### src/inc/fpsi_map.svh
`ifndef FPSI_MAP_SVH
`define FPSI_MAP_SVH
`define FPSI_ADDR_CTRL 4'h0
`define FPSI_ADDR_STATUS 4'h4
`define FPSI_ADDR_LAMPS 4'h8
`define FPSI_CTRL_BOOT_WAIT 0
`define FPSI_CTRL_CFG_WARN 1
`define FPSI_CTRL_RESET 2'h0
`define FPSI_CLK_MHZ 100
`define FPSI_FLASH_HALF_MS 250
`define FPSI_REBOOT_HOLD_US 10
`define FPSI_REBOOT_HOLD_CYC (`FPSI_REBOOT_HOLD_US * `FPSI_CLK_MHZ)
`define FPSI_OVF_WINDOW_CYC 12'hFFF
`endif

### src/inc/fpsi_pkg.sv
package fpsi_pkg;
   typedef enum logic [1:0] {
      LAMP_OFF = 2'b00,
      LAMP_GREEN = 2'b01,
      LAMP_RED = 2'b10,
      LAMP_ORANGE = 2'b11
   } fpsi_lamp_t;
   typedef struct packed {
      logic streamPresent;
      logic streamValid;
      logic streamForeignType;
      logic serializerValid;
      logic hardwareFault;
      logic rearUnsuitable;
      logic syncInputPresent;
   } fpsi_cond_t;
   typedef struct packed {
      fpsi_lamp_t powerHealthLamp;
      fpsi_lamp_t displayStateLamp;
      fpsi_lamp_t unusedLampA;
      fpsi_lamp_t unusedLampB;
      fpsi_lamp_t streamInputLamp;
      fpsi_lamp_t serialOutputLamp;
      fpsi_lamp_t rearModuleLamp;
      fpsi_lamp_t inputFormatLamp;
      fpsi_lamp_t displayStateLampCopy;
      fpsi_lamp_t streamInputLampCopy;
      fpsi_lamp_t referenceInputLamp;
      fpsi_lamp_t overflowLamp;
   } fpsi_lamps_t;
endpackage

### src/rtl/fpsi_front_panel.sv
`timescale 1ns/1ps
`default_nettype none
`include "fpsi_map.svh"
module fpsi_front_panel
   import fpsi_pkg::*;
#(
   parameter logic [24:0] FLASH_HALF_CYC = 25'(`FPSI_FLASH_HALF_MS * 1000 * `FPSI_CLK_MHZ)
) (
   input wire logic clk,
   input wire logic reset,
   input wire logic [3:0] address,
   input wire logic read,
   input wire logic write,
   input wire logic [31:0] writedata,
   input wire logic [3:0] byteenable,
   output logic [31:0] readdata,
   output logic waitrequest,
   input wire logic displaySwitchFront,
   input wire logic rebootButton,
   input wire fpsi_cond_t cond,
   input wire logic payloadByte,
   input wire logic nullByte,
   input wire logic outputSlot,
   input wire logic [9:0] converterData,
   input wire logic [9:0] displayData,
   output logic [9:0] serialOutData,
   output logic analogDisplayEnable,
   output logic cardReboot,
   output fpsi_lamps_t lamps
);

   logic ack;
   logic [1:0] ctrl;
   logic buttonPrev;
   logic rebootFire;
   logic [10:0] rebootCnt;
   logic localReset;
   logic [24:0] flashCnt;
   logic flashPhase;
   logic [11:0] windowCnt;
   logic [12:0] payloadCnt;
   logic [12:0] slotCnt;
   logic overflow;
   logic displayOn;
   logic running;
   logic notOperational;
   logic warning;
   fpsi_lamp_t next_power;
   fpsi_lamp_t next_stream;

   function automatic fpsi_lamp_t redIf(input logic bad);
      redIf = bad ? LAMP_RED : LAMP_GREEN;
   endfunction

   // bus slave: one wait cycle, answer at second edge
   assign waitrequest = (read | write) & ~ack;

   always_ff @(posedge clk) begin
      if (reset) begin
         ack <= 1'b0;
      end else begin
         ack <= (read | write) & ~ack;
      end
   end

   always_ff @(posedge clk) begin
      if (reset) begin
         readdata <= 32'h0000_0000;
      end else if (read & ~ack) begin
         case (address)
            `FPSI_ADDR_CTRL: begin
               readdata <= {30'h0000_0000, ctrl};
            end
            `FPSI_ADDR_STATUS: begin
               readdata <= {20'h0_0000, displayOn, overflow, cardReboot, flashPhase, 1'b0, cond};
            end
            `FPSI_ADDR_LAMPS: begin
               readdata <= {8'h00, lamps};
            end
            default: begin
               readdata <= 32'h0000_0000;
            end
         endcase
      end
   end

   always_ff @(posedge clk) begin
      if (localReset) begin
         ctrl <= `FPSI_CTRL_RESET;
      end else if (write & ack & byteenable[0] & (address == `FPSI_ADDR_CTRL)) begin
         ctrl <= writedata[1:0];
      end
   end

   // reboot button edge starts a held reboot pulse
   always_ff @(posedge clk) begin
      if (reset) begin
         buttonPrev <= 1'b0;
      end else begin
         buttonPrev <= rebootButton;
      end
   end

   assign rebootFire = rebootButton & ~buttonPrev & ~cardReboot;
   assign localReset = reset | rebootFire;

   always_ff @(posedge clk) begin
      if (reset) begin
         rebootCnt <= 11'h000;
         cardReboot <= 1'b0;
      end else if (rebootFire) begin
         rebootCnt <= 11'(`FPSI_REBOOT_HOLD_CYC - 1);
         cardReboot <= 1'b1;
      end else if (rebootCnt != 11'h000) begin
         rebootCnt <= rebootCnt - 11'h001;
      end else begin
         cardReboot <= 1'b0;
      end
   end

   // flash timebase
   always_ff @(posedge clk) begin
      if (localReset) begin
         flashCnt <= 25'h000_0000;
         flashPhase <= 1'b0;
      end else if (flashCnt >= FLASH_HALF_CYC - 25'h000_0001) begin
         flashCnt <= 25'h000_0000;
         flashPhase <= ~flashPhase;
      end else begin
         flashCnt <= flashCnt + 25'h000_0001;
      end
   end

   // bandwidth check over a fixed window
   always_ff @(posedge clk) begin
      if (localReset) begin
         windowCnt <= 12'h000;
         payloadCnt <= 13'h0000;
         slotCnt <= 13'h0000;
         overflow <= 1'b0;
      end else if (windowCnt == `FPSI_OVF_WINDOW_CYC) begin
         windowCnt <= 12'h000;
         payloadCnt <= 13'h0000;
         slotCnt <= 13'h0000;
         overflow <= payloadCnt > slotCnt;
      end else begin
         windowCnt <= windowCnt + 12'h001;
         payloadCnt <= payloadCnt + {12'h000, payloadByte & ~nullByte};
         slotCnt <= slotCnt + {12'h000, outputSlot};
      end
   end

   // output routing from the slide switch
   always_ff @(posedge clk) begin
      if (reset) begin
         displayOn <= 1'b0;
         analogDisplayEnable <= 1'b0;
         serialOutData <= 10'h000;
      end else begin
         displayOn <= displaySwitchFront;
         analogDisplayEnable <= displaySwitchFront;
         serialOutData <= displaySwitchFront ? displayData : converterData;
      end
   end

   assign running = cond.streamPresent & cond.streamValid;
   assign notOperational = ~running | cond.hardwareFault | cond.rearUnsuitable | cond.streamForeignType;
   assign warning = ctrl[`FPSI_CTRL_CFG_WARN] | overflow | ~cond.syncInputPresent;

   always_comb begin
      if (ctrl[`FPSI_CTRL_BOOT_WAIT]) begin
         next_power = flashPhase ? LAMP_GREEN : LAMP_OFF;
      end else if (notOperational | displayOn) begin
         next_power = LAMP_RED;
      end else if (warning) begin
         next_power = LAMP_ORANGE;
      end else begin
         next_power = LAMP_GREEN;
      end
   end

   always_comb begin
      if (running) begin
         next_stream = LAMP_GREEN;
      end else if (cond.streamPresent) begin
         next_stream = LAMP_RED;
      end else begin
         next_stream = flashPhase ? LAMP_RED : LAMP_OFF;
      end
   end

   // one register per lamp, gathered into the output struct below
   fpsi_lamp_t powerLamp;
   fpsi_lamp_t displayLamp;
   fpsi_lamp_t displayLampCopy;
   fpsi_lamp_t unusedA;
   fpsi_lamp_t unusedB;
   fpsi_lamp_t streamLamp;
   fpsi_lamp_t streamLampCopy;
   fpsi_lamp_t serialLamp;
   fpsi_lamp_t rearLamp;
   fpsi_lamp_t formatLamp;
   fpsi_lamp_t referenceLamp;
   fpsi_lamp_t ovfLamp;

   always_ff @(posedge clk) begin
      if (localReset) begin
         powerLamp <= LAMP_OFF;
      end else begin
         powerLamp <= next_power;
      end
   end

   always_ff @(posedge clk) begin
      if (localReset) begin
         displayLamp <= LAMP_OFF;
      end else begin
         displayLamp <= displayOn ? LAMP_RED : LAMP_OFF;
      end
   end

   always_ff @(posedge clk) begin
      if (localReset) begin
         displayLampCopy <= LAMP_OFF;
      end else begin
         displayLampCopy <= displayOn ? LAMP_RED : LAMP_OFF;
      end
   end

   always_ff @(posedge clk) begin
      if (localReset) begin
         unusedA <= LAMP_OFF;
      end else begin
         unusedA <= LAMP_OFF;
      end
   end

   always_ff @(posedge clk) begin
      if (localReset) begin
         unusedB <= LAMP_OFF;
      end else begin
         unusedB <= LAMP_OFF;
      end
   end

   always_ff @(posedge clk) begin
      if (localReset) begin
         streamLamp <= LAMP_OFF;
      end else begin
         streamLamp <= next_stream;
      end
   end

   always_ff @(posedge clk) begin
      if (localReset) begin
         streamLampCopy <= LAMP_OFF;
      end else begin
         streamLampCopy <= next_stream;
      end
   end

   always_ff @(posedge clk) begin
      if (localReset) begin
         serialLamp <= LAMP_OFF;
      end else begin
         serialLamp <= (cond.hardwareFault | ~cond.serializerValid) ? LAMP_RED : LAMP_GREEN;
      end
   end

   always_ff @(posedge clk) begin
      if (localReset) begin
         rearLamp <= LAMP_OFF;
      end else begin
         rearLamp <= redIf(cond.rearUnsuitable);
      end
   end

   always_ff @(posedge clk) begin
      if (localReset) begin
         formatLamp <= LAMP_OFF;
      end else begin
         formatLamp <= redIf(cond.streamForeignType);
      end
   end

   always_ff @(posedge clk) begin
      if (localReset) begin
         referenceLamp <= LAMP_OFF;
      end else begin
         referenceLamp <= redIf(~cond.syncInputPresent);
      end
   end

   always_ff @(posedge clk) begin
      if (localReset) begin
         ovfLamp <= LAMP_OFF;
      end else begin
         ovfLamp <= redIf(overflow);
      end
   end

   assign lamps = '{
      powerHealthLamp: powerLamp,
      displayStateLamp: displayLamp,
      unusedLampA: unusedA,
      unusedLampB: unusedB,
      streamInputLamp: streamLamp,
      serialOutputLamp: serialLamp,
      rearModuleLamp: rearLamp,
      inputFormatLamp: formatLamp,
      displayStateLampCopy: displayLampCopy,
      streamInputLampCopy: streamLampCopy,
      referenceInputLamp: referenceLamp,
      overflowLamp: ovfLamp
   };

endmodule
`default_nettype wire

### config.mk
export PLATFORM = sky130hd
export DESIGN_NAME = fpsi_front_panel
export DESIGN_NICKNAME = d
export VERILOG_FILES = /design/src/inc/fpsi_pkg.sv /design/src/rtl/fpsi_front_panel.sv
export VERILOG_INCLUDE_DIRS = /design/src /design/src/inc
export SDC_FILE = /design/constraint.sdc
export NUM_CORES = 1
export LEC_CHECK = 0
export ABC_AREA = 0
export BUFFER_PORTS_ARGS = -buffer_cell sky130_fd_sc_hd__buf_2
export CAP_MARGIN = 20
export CORE_MARGIN = 4
export CORE_UTILIZATION = 35
export CTS_BUF_LIST = sky130_fd_sc_hd__clkbuf_16
export CTS_CLUSTER_DIAMETER = 120
export DETAILED_ROUTE_END_ITERATION = 6
export GPL_TIMING_DRIVEN = 0
export SLEW_MARGIN = 15
export SYNTH_ARGS = -nofsm -noshare
export SYNTH_HDL_FRONTEND = slang
export SYNTH_SLANG_ARGS = --single-unit
export TNS_END_PERCENT = 5
### constraint.sdc
create_clock -name clk -period 5.07 [get_ports clk]
set_clock_uncertainty 0.05 [all_clocks]
set_input_delay 0.507 -clock clk [delete_from_list [all_inputs] [get_ports clk]]
set_output_delay 0.507 -clock clk [all_outputs]
set_load 0.005 [all_outputs]
Yosys cells after proc, flatten, opt, wreduce, memory -nomap -nowiden. Index checks and enable logic that the tools add are counted.

Register bits after elaboration: 140. Logic and storage cells: 87.

Add/sub/neg operators: 5. Order comparisons: 2. Equality and inequality tests: 4. Multiplexer cells: 19. Bitwise gates (word level): 26. Reductions and logical operators: 7.

Operator list (count): $pmux W24 S3 (1); $mux W10 (3); $add A13 B1 Y13 (2); $add A25 B1 Y25 const B (1); $ge A25 B25 Y1 const B (1); $mux W2 (11); $gt A13 B13 Y1 (1); $add A12 B1 Y12 const B (1); $eq A12 B12 Y1 const B (1); $reduce_bool A11 Y1 (1); $sub A11 B1 Y11 const B (1); $and A1 B1 Y1 (9); $or A1 B1 Y1 (9); $not A1 Y1 (8); $reduce_or A2 Y1 (4); $eq A4 B3 Y1 const B (1); $eq A4 B4 Y1 const B (1); $logic_not A4 Y1 (1); $mux W1 (4); $ne A2 B2 Y1 const B (1); $reduce_bool A2 Y1 (1).

Longest topological paths before layout.
Depth after elaboration: 8. Mapped depth: 8. Gate-level depth less buffers: 8.

Least setup slack after synthesis. No wires, ideal clock.

Path kind: register to register. Start: register slotCnt[3]. End: register overflow. Library setup time: 138 ps. Data arrival time: 1668 ps. Slack: 3214 ps. Stages on the path, launching flop included: 7. Path buffers: 0. Clock period less this slack: 1856 ps. Path through: dfxtp_1 > inv_1 > ha_1 > a21o_1 > a221o_1 > a2111oi_0 > o22ai_1.

Cells in the longest elaborated chain, start to end: 1.

Ends and longest elaborated chain: start: declaration (line fpsi_front_panel.sv:42) `logic [12:0] slotCnt;`; start signal: assignment (line fpsi_front_panel.sv:149) `slotCnt <= slotCnt + {12'h000, outputSlot};`; $gt A13 B13 Y1 (line fpsi_front_panel.sv:145) `overflow <= payloadCnt > slotCnt;`; end signal: assignment (line fpsi_front_panel.sv:145); end: declaration (line fpsi_front_panel.sv:43) `logic overflow;`.

No other way between the ends. A chain may end at the register's enable or synchronous reset.

Worst setup path in the final report. Same ends and word-level chain as after synthesis.

==> metrics.md <==
| Metric | Value |
|---|---|
| XOR/XNOR share of the synthesized area | `9.13%` |
| Syn. warnings | `0` |
| Critical Path End Type | `flip-flop` |
| Peak supply drop | `0.000290 V` |
| Layout cell share with drive strength beyond 1 | `21.2%` |
| Final Max Slew Viols | `0` |
| RSZ-0062 raised after global routing | `false` |
| Setup ws final | `2.88 ns` |
| EDFF count, synth | `0` |
| Antenna violations before repair | `0` |
| Seq/Total Area, Yosys | `45.0%` |
| TritonCTS Sinks | `125` |
| Buffer depth of the longest clock path | `2` |
| Largest net degree at the start of global routing | `17` |
| Rows | `45` |
| Critical Path AT | `approximately 2.4 ns` |
| DRT antenna net count | `0` |
| Vias in the first global route | `4116` |
| Die Span Y | `between 100 and 150 um` |
| Final net count | `847` |
| Hold WC Path Type | `in -> reg` |
| FF+latch count, synth | `approximately 130` |
| WL/cell | `12.7 um` |
| Core area | `15400 sq um` |
| Tightest Pin Transition | `between 0.6 and 0.7 ns` |
| Reg2reg end | `overflow$_SDFFE_PP0P_` |
| Fmax | `about 0.46 GHz` |
| Synth Area in Compound Gates | `under 10%` |
| Hold Path Depth | `2` |
| Post_cts resized | `0` |
| CTS H-Tree Depth | `4` |
| Remaining DRCs | `0` |
| CP Class | `reg -> reg` |
| Hold endpoint | `referenceLamp[1]$_SDFF_PP0_` |
| Area Overhead vs Synth | `24.5%` |
| Via density per instance | `approximately 4.6` |
| Num CTS Buffers | `17` |
| Die area | `18000 sq um` |
| First-pass GRT wire length | `20000 um` |
| RR Startpoint | `slotCnt[3]$_SDFF_PP0_` |
| Congestion Overflow GR | `0` |
| Util after Layout | `45.1%` |
| Setup Buffers After CTS | `0` |
| GRT Resource Usage Total | `13.9%` |
| Final Instance Area | `6930 sq um` |
| Final Hold Viols | `0` |
| Post-Place Setup Slack | `~2.8 ns` |
| IO Count | `145` |
| Final Setup Violations | `0` |
| Tmin final | `between 2 and 2.5 ns` |
| Leakage power | `2.95 nW` |
| Worst-path fanout max | `5` |
| Avg Cell Area, Syn | `8.93 sq um` |
| Synth Instances | `623` |
| Port Buf Inserts | `90` |
| Initial detailed-routing violation count | `193` |
| Worst reg2reg path depth | `6` |
| TritonCTS clock tree | `done` |
| Worst relative slew slack | `55.1%` |
| Worst skew pair latency | `between 0.4 and 0.5 ns` |
| Hold buffers post-CTS | `0` |
| Post-synth cell types | `52` |
| # diodes | `0` |
| Clk root buf | `clkbuf_16` |
| Clock share of power | `48.6%` |
| Comb power frac | `8.7%` |
| Post-synthesis mux area share | `2.72%` |
| Initial Util | `36.2%` |
| Fillers | `1506` |
| CTS clk-pin slew, worst paths | `0.06 ns` |
| Post-synth ARST share | `0%` |
| Status | `finished, final reports clean` |
| Largest family of logic cells by synthesized area | `simple AND/OR/NAND/NOR gates` |
| Fin Setup TNS | `0 ns` |
| Mapped Area | `5560 sq um` |
| Vias | `between 4000 and 5000` |
| Post-Synth Adder-Cell Area | `4.72%` |
| Required @ worst endpoint | `5.27 ns` |
| Startpoint Class | `flip-flop` |
| Drt pass-1 iters | `4` |
| Die width | `134 um` |
| Post-Place Cell Area | `between 6000 and 7000 sq um` |
| Switch share | `roughly a quarter` |
| GPL Wtd Cong | `0.810` |
| Flop2flop setup slack | `2.88 ns` |
| Synth Area in Simple Gates | `about 23%` |
| Max_cap viols | `0` |
| Drt total wl | `around 12000 um` |
| Tcrit/Tclk final | `43.1%` |
| PwrDens | `353 nW/um^2` |
| Pint | `1.87 mW` |
| Switching pwr | `0.573 mW` |
| PnR Total Power | `2.45 mW` |
| Reg power frac | `42.7%` |
| Hold path start | `cond[0]` |
| DP Wirelength | `9170 um` |
| Synth Flop Type | `dfxtp_1` |
==> how the worst max path moves through the flow <==
stage / start / end / cells past startpoint
6_report: slotCnt[3]$_SDFF_PP0_ / overflow$_SDFFE_PP0P_ / 6
4_1_cts: slotCnt[3]$_SDFF_PP0_ / overflow$_SDFFE_PP0P_ / 6
3_3_place_gp: slotCnt[3]$_SDFF_PP0_ / overflow$_SDFFE_PP0P_ / 6
3_5_place_dp: rebootButton / flashCnt[11]$_SDFF_PP0_ / 7
2_1_floorplan: slotCnt[3]$_SDFF_PP0_ / overflow$_SDFFE_PP0P_ / 6
5_1_grt: slotCnt[3]$_SDFF_PP0_ / overflow$_SDFFE_PP0P_ / 6
==> cells by family (layout without fill, tap and decap cells) <==
family / count (synthesis) / in the layout
xor gates and xnor gates: 58 / 58
buffers and inverters: 73 / 195
and+or+nand+nor: 261 / 261
adders and majority gates: 21 / 21
muxes: 15 / 15
AOI/OAI and AO/OA: 69 / 69
other: 1 / 19
DFF: 125 / 125
==> layout by cell type (no fill, tap or decap), types with 2 or more instances in the layout <==
cell	synthesis	final
dfxtp_1	125	125
nor2_1	121	121
buf_2	9	99
xnor2_1	35	35
nand2_1	33	33
inv_1	25	27
nand3_1	27	27
buf_4	24	24
xor2_1	23	23
ha_1	21	21
conb_1	1	19
a21oi_1	18	18
a22oi_1	17	17
clkbuf_16	0	17
mux2i_1	14	14
nand4_1	12	12
clkbuf_1	11	11
and2_1	11	11
nor3_1	11	11
nor2b_1	10	10
and3_1	10	10
a22o_1	8	8
o21ai_0	6	6
nand2b_1	5	5
a21o_1	5	5
and4_1	4	4
or3_1	4	4
clkinvlp_4	0	4
clkinv_1	0	4
nor4_2	3	3
bufinv_16	0	3
o21ai_1	2	2
buf_1	2	2
nand4_2	2	2
buf_6	2	2
or4_1	2	2
==> per-layer routing <==
metal / GRT usage, % / wire length (um) / vias to the layer above
met3: 4.31 / 744 / 17
met4: 5.43 / 208 / 0
met2: 21.5 / 5440 / 103
met1: 18.1 / 6000 / 2019
met5: 0 / 0 / -
li1: - / - / 2311
==> final cells by class <==
class                           count  area [sq um]  area share [%]
Buffer                             48           297            4.28
Clock buffer                       17           425            6.14
Clock inverter                     15           156            2.26
Inverter                           25          93.8            1.35
Multi-Input combinational cell    443          2740            39.5
Sequential cell                   125          2500            36.1
Tap cell                          211           264            3.81
Timing Repair Buffer               90           450            6.50
==> per-stage QoR <==
| step | hold WS, ns | instances |
|---|---|---|
| after global routing | 0.245 | 974 |
| after floorplan | 0.362 | 641 |
| after CTS | 0.226 | 974 |
| after detailed placement | 0.386 | 942 |
| final | 0.250 | 974 |
| after global placement | 0.377 | 942 |
==> registers in the layout (all words and copies together) (netlist names), 10 cells and up <==
register,count
rebootCnt,11
serialOutData,10
readdata,18
flashCnt,25
slotCnt,13
payloadCnt,13
windowCnt,12
==> Yosys cell counts, types with 2 or more instances <==
cell      number  area share, %
buf_6          2           0.40
nand3_1       27            2.4
nor2b_1       10            1.1
xnor2_1       35            5.5
nor3_1        11           0.99
o21ai_0        6           0.54
xor2_1        23            3.6
nor2_1       121            8.2
or4_1          2           0.27
or3_1          4           0.45
ha_1          21            4.7
and4_1         4           0.63
inv_1         25            1.7
nand4_2        2           0.45
a22o_1         8            1.3
o21ai_1        2           0.18
a21o_1         5           0.67
and3_1        10            1.1
nand2_1       33            2.2
and2_1        11            1.2
nand4_1       12            1.3
buf_4         24            3.2
buf_1          2           0.14
a22oi_1       17            2.3
buf_2          9           0.81
nand2b_1       5           0.56
mux2i_1       14            2.5
clkbuf_1      11           0.74
nor4_2         3           0.67
a21oi_1       18            1.6
dfxtp_1      125             45
==> power groups by stage <==
stage                     registers [mW]  logic (mW)  clock network (mW)
after floorplan                     1.06       0.144                   0
after global placement              1.07       0.214                   0
after detailed placement            1.07       0.215                   0
after CTS                           1.04       0.217                1.22
after global routing                1.05       0.244                1.26
final                               1.04       0.214                1.19
==> critical path, cell delays in order (launching register included) <==
cell	delay [ns]
dfxtp_1	0.40
inv_1	0.06
ha_1	0.28
a21o_1	0.18
a221o_1	0.36
a2111oi_0	0.51
o22ai_1	0.20
Note: power is estimated with default switching activity, not from simulation.
